[src/hdo_pkg.sv]
// Purpose: Shared constants of the hall direction output logic
// Assumes: 40 MHz system clock
// Notes: Times kept in their own units, cycle counts derived
package hdo_pkg;
	localparam int SYS_CLK_KHZ = 40000;
	localparam int SAMPLE_KHZ = 150;
	// Longest half period, rounded down, keeps the rate above 150 kHz
	localparam int HALF_PERIOD_CYCLES = SYS_CLK_KHZ / (2 * SAMPLE_KHZ);
	localparam int INIT_TIME_US = 50;
	localparam int INIT_CYCLES = (INIT_TIME_US * SYS_CLK_KHZ + 999) / 1000;
	localparam int RELEASE_SETTLE_US = 10;
	localparam int SETTLE_CYCLES = (RELEASE_SETTLE_US * SYS_CLK_KHZ + 999) / 1000;
	localparam int DIV_W = 8;
	localparam int INIT_W = 12;
	localparam int SETTLE_W = 9;
	localparam logic [1:0] EDGES_FOR_VALID = 2'h2;
	localparam logic PIN_RELEASED = 1'h1;
	localparam logic PIN_LOW_VALUE = 1'h0;
	typedef enum logic [1:0] {HDO_INIT, HDO_RUN, HDO_TEST} hdo_state_type;
endpackage

[src/hdo_top.sv]
// Purpose: Count and direction output logic of a two-plate magnetic sensor
// Assumes: Plate comparators deliver on/off threshold levels asynchronously
// Notes: Open-drain pins split into value, active-low enable and sensed level
`timescale 1ns/10ps
module hdo_top (
	input wire logic SYS_CLK,
	input wire logic NRST,
	input wire logic PLATE1_ABOVE_ON,
	input wire logic PLATE1_BELOW_OFF,
	input wire logic PLATE2_ABOVE_ON,
	input wire logic PLATE2_BELOW_OFF,
	input wire logic COUNT_IN,
	input wire logic DIR_IN,
	output logic COUNT_O,
	output logic COUNT_OE_N,
	output logic DIR_O,
	output logic DIR_OE_N,
	output logic DIR_VALID,
	output logic TEST_MODE,
	output logic INIT_DONE
);
	import hdo_pkg::*;

	logic p1_on;
	logic p1_off;
	logic p2_on;
	logic p2_off;
	logic count_pin;
	logic dir_pin;
	logic count_pin_d;
	logic [DIV_W-1:0] div_cnt;
	logic half_tick;
	logic phase;
	logic full_tick;
	logic mid_tick;
	logic [INIT_W-1:0] init_cnt;
	hdo_state_type state;
	logic plate1_latch;
	logic plate2_latch;
	logic next_plate1;
	logic next_plate2;
	logic count_stage;
	logic dir_stage;
	logic dir_pending;
	logic last_dir;
	logic [1:0] same_edges;
	logic [SETTLE_W-1:0] settle_cnt;
	logic test_enter;
	logic count_rise;

	hdo_sync u_p1_on (.clk(SYS_CLK), .nrst(NRST), .reset_value(1'h0),
		.async_in(PLATE1_ABOVE_ON), .sync_out(p1_on));
	hdo_sync u_p1_off (.clk(SYS_CLK), .nrst(NRST), .reset_value(1'h0),
		.async_in(PLATE1_BELOW_OFF), .sync_out(p1_off));
	hdo_sync u_p2_on (.clk(SYS_CLK), .nrst(NRST), .reset_value(1'h0),
		.async_in(PLATE2_ABOVE_ON), .sync_out(p2_on));
	hdo_sync u_p2_off (.clk(SYS_CLK), .nrst(NRST), .reset_value(1'h0),
		.async_in(PLATE2_BELOW_OFF), .sync_out(p2_off));
	hdo_sync u_count (.clk(SYS_CLK), .nrst(NRST), .reset_value(1'h1),
		.async_in(COUNT_IN), .sync_out(count_pin));
	hdo_sync u_dir (.clk(SYS_CLK), .nrst(NRST), .reset_value(1'h1),
		.async_in(DIR_IN), .sync_out(dir_pin));

	// Sampling clock as half-period enables
	always_ff @(posedge SYS_CLK or negedge NRST) begin
		if (!NRST) begin
			div_cnt <= '0;
			half_tick <= 1'h0;
		end else if (div_cnt == DIV_W'(HALF_PERIOD_CYCLES - 1)) begin
			div_cnt <= '0;
			half_tick <= 1'h1;
		end else begin
			div_cnt <= div_cnt + DIV_W'(1);
			half_tick <= 1'h0;
		end
	end

	always_ff @(posedge SYS_CLK or negedge NRST) begin
		if (!NRST) begin
			phase <= 1'h0;
		end else if (half_tick) begin
			phase <= ~phase;
		end
	end

	assign full_tick = half_tick && phase;
	assign mid_tick = half_tick && !phase;

	// Latched switch behaviour, hold between thresholds
	always_comb begin
		next_plate1 = plate1_latch;
		next_plate2 = plate2_latch;
		if (p1_on) begin
			next_plate1 = 1'h1;
		end else if (p1_off) begin
			next_plate1 = 1'h0;
		end
		if (p2_on) begin
			next_plate2 = 1'h1;
		end else if (p2_off) begin
			next_plate2 = 1'h0;
		end
	end

	// Start-up sequencing and test mode
	assign test_enter = (state == HDO_RUN) && (settle_cnt == SETTLE_W'(SETTLE_CYCLES));
	assign count_rise = count_pin && !count_pin_d;

	always_ff @(posedge SYS_CLK or negedge NRST) begin
		if (!NRST) begin
			init_cnt <= '0;
		end else if (state == HDO_INIT) begin
			init_cnt <= init_cnt + INIT_W'(1);
		end
	end

	always_ff @(posedge SYS_CLK or negedge NRST) begin
		if (!NRST) begin
			count_pin_d <= 1'h1;
		end else begin
			count_pin_d <= count_pin;
		end
	end

	// Released direction line that stays low for the rise time means held outside
	always_ff @(posedge SYS_CLK or negedge NRST) begin
		if (!NRST) begin
			settle_cnt <= '0;
		end else if (state != HDO_RUN || DIR_OE_N != PIN_RELEASED || dir_pin) begin
			settle_cnt <= '0;
		end else if (settle_cnt != SETTLE_W'(SETTLE_CYCLES)) begin
			settle_cnt <= settle_cnt + SETTLE_W'(1);
		end
	end

	always_ff @(posedge SYS_CLK or negedge NRST) begin
		if (!NRST) begin
			state <= HDO_INIT;
		end else begin
			case (state)
				HDO_INIT: begin
					if (init_cnt == INIT_W'(INIT_CYCLES - 1)) begin
						state <= HDO_RUN;
					end
				end
				HDO_RUN: begin
					if (test_enter) begin
						state <= HDO_TEST;
					end
				end
				HDO_TEST: begin
					if (count_rise) begin
						state <= HDO_RUN;
					end
				end
				default: begin
					state <= HDO_INIT;
				end
			endcase
		end
	end

	// Plate latches start released; mid-band field keeps that state
	always_ff @(posedge SYS_CLK or negedge NRST) begin
		if (!NRST) begin
			plate1_latch <= 1'h0;
			plate2_latch <= 1'h0;
		end else if (full_tick && state != HDO_INIT) begin
			plate1_latch <= next_plate1;
			plate2_latch <= next_plate2;
		end
	end

	// Direction judged at the count edge: second plate still old means first-to-second
	always_ff @(posedge SYS_CLK or negedge NRST) begin
		if (!NRST) begin
			dir_stage <= 1'h1;
			dir_pending <= 1'h0;
			last_dir <= 1'h1;
			same_edges <= 2'h0;
		end else if (state == HDO_TEST) begin
			dir_pending <= 1'h0;
			same_edges <= 2'h0;
		end else if (full_tick && state == HDO_RUN && next_plate1 != plate1_latch) begin
			dir_stage <= (next_plate2 != next_plate1);
			dir_pending <= 1'h1;
			last_dir <= (next_plate2 != next_plate1);
			if ((next_plate2 != next_plate1) != last_dir) begin
				same_edges <= 2'h1;
			end else if (same_edges != EDGES_FOR_VALID) begin
				same_edges <= same_edges + 2'h1;
			end
		end else if (mid_tick) begin
			dir_pending <= 1'h0;
		end
	end

	// Count waits one extra full period, direction half a period
	always_ff @(posedge SYS_CLK or negedge NRST) begin
		if (!NRST) begin
			count_stage <= 1'h0;
		end else if (full_tick && state != HDO_INIT) begin
			count_stage <= plate1_latch;
		end
	end

	always_ff @(posedge SYS_CLK or negedge NRST) begin
		if (!NRST) begin
			COUNT_OE_N <= PIN_RELEASED;
			COUNT_O <= PIN_LOW_VALUE;
		end else begin
			COUNT_O <= PIN_LOW_VALUE;
			// Stage already holds the one-period delay, so no second tick wait
			COUNT_OE_N <= ~count_stage;
		end
	end

	// Direction lands half a period ahead of its count edge, giving setup
	always_ff @(posedge SYS_CLK or negedge NRST) begin
		if (!NRST) begin
			DIR_OE_N <= PIN_RELEASED;
			DIR_O <= PIN_LOW_VALUE;
		end else begin
			DIR_O <= PIN_LOW_VALUE;
			if (mid_tick && dir_pending && state == HDO_RUN) begin
				DIR_OE_N <= dir_stage;
			end
		end
	end

	always_ff @(posedge SYS_CLK or negedge NRST) begin
		if (!NRST) begin
			DIR_VALID <= 1'h0;
			TEST_MODE <= 1'h0;
			INIT_DONE <= 1'h0;
		end else begin
			DIR_VALID <= (same_edges == EDGES_FOR_VALID) && state == HDO_RUN;
			TEST_MODE <= (state == HDO_TEST);
			INIT_DONE <= (state != HDO_INIT);
		end
	end
endmodule

[src/hdo_sync.sv]
// Purpose: Three-flop synchroniser with agreement filter
// Assumes: Input asynchronous to SYS_CLK
// Notes: Output changes only when second and third stages agree
`timescale 1ns/10ps
module hdo_sync (
	input wire logic clk,
	input wire logic nrst,
	input wire logic reset_value,
	input wire logic async_in,
	output logic sync_out
);
	logic stage1;
	logic stage2;
	logic stage3;

	always_ff @(posedge clk or negedge nrst) begin
		if (!nrst) begin
			stage1 <= 1'h1;
			stage2 <= 1'h1;
			stage3 <= 1'h1;
		end else begin
			stage1 <= async_in;
			stage2 <= stage1;
			stage3 <= stage2;
		end
	end

	// Reset value port is unused; output resets asynchronously to 1, like the stages
	always_ff @(posedge clk or negedge nrst) begin
		if (!nrst) begin
			sync_out <= 1'h1;
		end else if (stage2 == stage3) begin
			sync_out <= stage3;
		end
	end
endmodule

[config.mk]
export PLATFORM = sky130hd
export DESIGN_NAME = hdo_top
export DESIGN_NICKNAME = d
export VERILOG_FILES = /design/src/hdo_pkg.sv /design/src/hdo_top.sv /design/src/hdo_sync.sv
export SDC_FILE = /design/constraint.sdc
export NUM_CORES = 1
export LEC_CHECK = 0
export BUFFER_PORTS_ARGS = -buffer_cell sky130_fd_sc_hd__clkbuf_2
export CAP_MARGIN = 20
export CORE_ASPECT_RATIO = 0.5
export CORE_UTILIZATION = 35
export DETAILED_ROUTE_END_ITERATION = 7
export PLACE_DENSITY_LB_ADDON = 0.3
export SYNTH_ARGS = -nofsm -noshare
export SYNTH_HDL_FRONTEND = slang
export SYNTH_SLANG_ARGS = --single-unit
[constraint.sdc]
create_clock -name SYS_CLK -period 1.45 [get_ports SYS_CLK]
set_clock_uncertainty 0.15 [all_clocks]
set_input_delay 0.29 -clock SYS_CLK [delete_from_list [all_inputs] [get_ports SYS_CLK]]
set_output_delay 0.29 -clock SYS_CLK [all_outputs]
set_load 0.01 [all_outputs]
==> flow_results.org <==
** Run status
- Run status :: complete, but fails checks
- The final reports fail on setup timing.

** Final layout
- Cells fill 50.1% of the core in the end.
- Leading cell types in the layout, fill and taps excluded :: dfrtp_1 (42), buf_4 (31), dfstp_2 (28)
- The number of antenna diodes in the final layout is 0.
- Multi-input logic area :: 1080 um2
- From synthesis to final layout, the design area changed by 34.7%.
- The library cell used most frequently in the layout, excluding fill and tap cells, is dfrtp_1.
- Across the whole layout, storage elements account for 1790 um2.
- Number of nets in the final layout :: 292
- The filler cells instantiated in the layout total 666.
- Count of placed standard cells in the final layout, fillers left out :: 391
- Fraction of final layout cells sized beyond drive strength 1 :: 44.5%

** Hold path
- The path with the worst hold slack has its endpoint at u_p2_on.stage2$_DFF_PN1_.
- Path class of the lowest-slack min-delay path :: flip-flop to flip-flop
- In this run the most critical hold path is launched from u_p2_on.stage1$_DFF_PN1_.
- Number of cells on the worst hold path :: 0

** Synth
- Yosys attributes the largest share of cell area to dfrtp_1 (37%), dfstp_2 (26%), xnor2_1 (4.4%).
- Adder-cell share of the synthesized area :: 4.82%
- EDFF count, synth :: 0
- Yosys top cell area share :: 37.5%
- Cell type with the highest aggregate area in the netlist :: dfrtp_1
- The mapped netlist covers 2800 um2.
- Per-instance average area after synthesis :: 13.0 um2
- Fraction of the mapped netlist area in compound gates :: 3.79%
- Dominant combinational cell family by area after synthesis :: simple AND/OR/NAND/NOR gates
- Of all flip-flops after synthesis, the portion carrying an async set or reset was 100%.
- Yosys reg bits :: 70
- Yosys printed 0 warnings.
- Proportion of synthesized area in mux cells :: 1.20%
- Distinct cell type count after synthesis :: 40
- Synth Area in XOR/XNOR :: 8.92%
- Share of the yosys chip area belonging to registers :: 63.7%
- Top flip-flop cell by instance count after synthesis :: dfrtp_1
- The synthesized netlist devotes 15.2% of its cell area to simple gates.
- Synthesis handed over a netlist of 216 instances.

** Timing
- The count of endpoints failing hold in the final timing report is 0.
- Setup violations remaining at the end of the flow were counted as 7.
- Setup repair after global routing could not meet its margin everywhere.
- Final WS setup :: -0.0708 ns
- Min Tclk post-route :: 1.52 ns
- The count of pins over their slew limit came to 0.
- The final critical path takes up 105% of the cycle.
- Top achievable clock speed :: 658 MHz

** Setup path
- The endpoint identified for the worst register-to-register timing path is same_edges[1]$_DFFE_PN0P_.
- CP cell instances :: inv_2 -> a21oi_2 -> xnor3_1 -> nand3_1 -> a21oi_2
- In this design, the stage delay of the slowest critical-path cell is 0.54 ns.
- Crit path max-delay cell type :: dfstp_2
- The worst setup path is of the flip-flop to flip-flop kind.
- Of all nets on the critical path, the largest fanout is 2.
- Data on the critical path arrives at its endpoint at 1.58 ns.
- Setup slack of the worst register-to-register path :: -0.07 ns
- Kind of capture point of the worst setup path :: flip-flop
- Worst path required time :: 1.51 ns
- Critical Path Start Type :: flip-flop
- Reg2Reg Launch Point :: u_p2_off.sync_out$_DFFE_PN1N_
- For the worst flop-to-flop path, the logic depth is 5.
- Cell repeated most along the worst path :: a21oi_2

** Route
- In this run the remaining antenna-violating nets after routing total 0.
- Total wire length after detailed routing :: 4590 um
- Using the TritonRoute via totals, the vias-per-cell ratio works out to 4.38.
- Vias post-DR :: 1,712
- Remaining DRCs :: 0
- For this run, the detailed router's first-pass iteration total came to 4.
- Detail-routed net length per standard cell :: 11.7 um
- Violation count after the first detailed-route iteration :: 47

** GRT
- Global Route met3 Usage :: 5.62%
- Antenna violations before repair :: 0
- Maximum number of pins on one net before global-route repair :: 42
- The number of global-route vias before repair was 1,793.
- The first global-routing pass estimated 8010 um of wire.
- Layer carrying the most global-route usage :: met2
- Global routing finished with a remaining overflow of 0.
- Overall Global Routing Usage :: 12.9%
- For met1 alone, demand over resource in global routing was 14.8%.
- Met2 usage :: 20.7%

** Pwr
- VDD sags by at most 629 uV.
- Leakage power total :: 0.00166 uW
- The internal portion of the total power is 3640 uW.
- The analysis attributes to net switching a power of 896 uW.
- Combinational share of power :: 3.2%
- Overall power consumption after layout is estimated at 4530 uW.
- For this design the ratio of total power to cell area is 1200 nW/um2.
- Switching portion of total power :: 19.8%
- Share of power burned in registers :: 45.4%
- Per report_power, the clock group accounts for 51.4% of the total.

** Placed design
- Timing analysis after detailed placement gives a worst setup slack of -0.117 ns.
- Number of port buffers :: 12
- Detailed placement HPWL :: 3000 um
- Final Wtd Congestion :: 0.748
- In this run, placement finished with an instance count of 358.

** Clock tree
- TritonCTS buffer count :: 9
- The H-tree was split into 3 levels.
- Clock insertion delay at the later pin of the skew report :: 0.33 ns
- Clock tree synthesis selected as its root buffer the cell clkbuf_16.
- Clock-pin slew was measured on the worst setup and hold paths at 0.05 ns.
- Clock net sink count :: 70
- TritonCTS built the clock tree.
- The clock passes through at most 2 buffers.

** Floorplan
- The die is 129 um wide.
- DIE AREA :: 8390 um2
- For this design the top-level I/O count stands at 15.
- In this run the vertical extent of the chip is 65.3 um.
- Effective utilization at floorplan :: 37.2%
- The total area inside the core boundary comes to 7540 um2.
- The floorplan has 22 rows.

** Job
- The tool flagged a number of max-cap violations equal to 0.
-- cells in the mapped netlist, types with 2 or more instances --
cell type  number
nand3b_1        2
dfstp_2        28
ha_1            6
xnor2_1        14
nor2b_1         3
a22o_1          2
nand4b_1        2
a21oi_1         5
xor2_1         12
nor2_1         18
mux2_2          3
inv_1          11
dfrtp_1        42
maj3_1          6
nand3_1        16
buf_4           2
nand2b_1        3
o21ai_0         4
and3_1          7
nand2_1        10
-- flip-flops by register name (all words and copies together), names as in the netlist, 2 cells and up --
| register | cells |
|---|---|
| div_cnt | 8 |
| init_cnt | 12 |
| same_edges | 2 |
| settle_cnt | 9 |
| state | 2 |
-- worst max-delay path: cells and delay by family (launching register included) --
| family | cells | cell delay [ns] |
|---|---|---|
| AOI/OAI and AO/OA | 2 | 0.22 |
| and+or+nand+nor | 1 | 0.10 |
| DFF | 1 | 0.54 |
| xor gates and xnor gates | 1 | 0.35 |
| buffers and inverters | 1 | 0.03 |
-- power by group through the flow --
stage	logic [uW]	clock network, uW	registers, uW
floorplan	48.7	0	2090
finish	145	2330	2060
CTS	146	2380	2060
global route	162	2470	2060
global placement	118	0	2090
detailed placement	120	0	2090
-- stage by stage --
step | hold slack, ns | area [um2] | TNS (ns)
after CTS | 0.205 | 3690 | -0.443
after global placement | 0.140 | 3180 | -0.219
after detailed placement | 0.144 | 3180 | -0.569
after floorplan | -0.156 | 2820 | -0.0375
final | 0.204 | 3780 | -0.252
after global routing | 0.207 | 3780 | -1.35
-- final cells by class --
cell class	count	area share (%)
Sequential cell	70	47.3
Timing Repair Buffer	53	10.7
Multi-Input combinational cell	133	28.6
Clock inverter	4	1.36
Tap cell	108	3.58
Clock buffer	12	7.35
Inverter	11	1.09
-- worst max-delay path by stage --
stage | startpoint | to | cells after the start
after floorplan | u_p1_on.sync_out$_DFFE_PN1N_ | same_edges[0]$_DFFE_PN0P_ | 5
after global placement | settle_cnt[0]$_DFFE_PN0P_ | settle_cnt[2]$_DFFE_PN0P_ | 7
after detailed placement | settle_cnt[0]$_DFFE_PN0P_ | settle_cnt[2]$_DFFE_PN0P_ | 7
after CTS | settle_cnt[0]$_DFFE_PN0P_ | settle_cnt[2]$_DFFE_PN0P_ | 7
after global routing | settle_cnt[1]$_DFFE_PN0P_ | settle_cnt[2]$_DFFE_PN0P_ | 7
final | u_p2_off.sync_out$_DFFE_PN1N_ | same_edges[1]$_DFFE_PN0P_ | 5
-- repair_timing --
item,in CTS,in global routing
setup endpoints to repair,11,27
pin swaps,10,11
buffers inserted,6,5
hold endpoints to repair,50,0
gates resized for setup,16,15
hold buffers,7,0
-- per-layer routing --
layer  vias to the layer above  routed length, um  share of wire [%]
met1                       842               2190                 48
met3                         8                150                3.3
met2                        15               2160                 47
met4                         0                 88                1.9
li1                        847                  -                  -
met5                         -                  0                  0
-- cells by family (layout without fill, tap and decap cells) --
family          count (synthesis)  after routing
other cells                     1              2
mux                             3              3
compound gates                 16             16
fa+ha+maj                      12             12
simple gates                   73             73
flops                          70             70
xor+xnor                       27             27
buf+inv                        14             80
(Power assumes the default switching activity.)
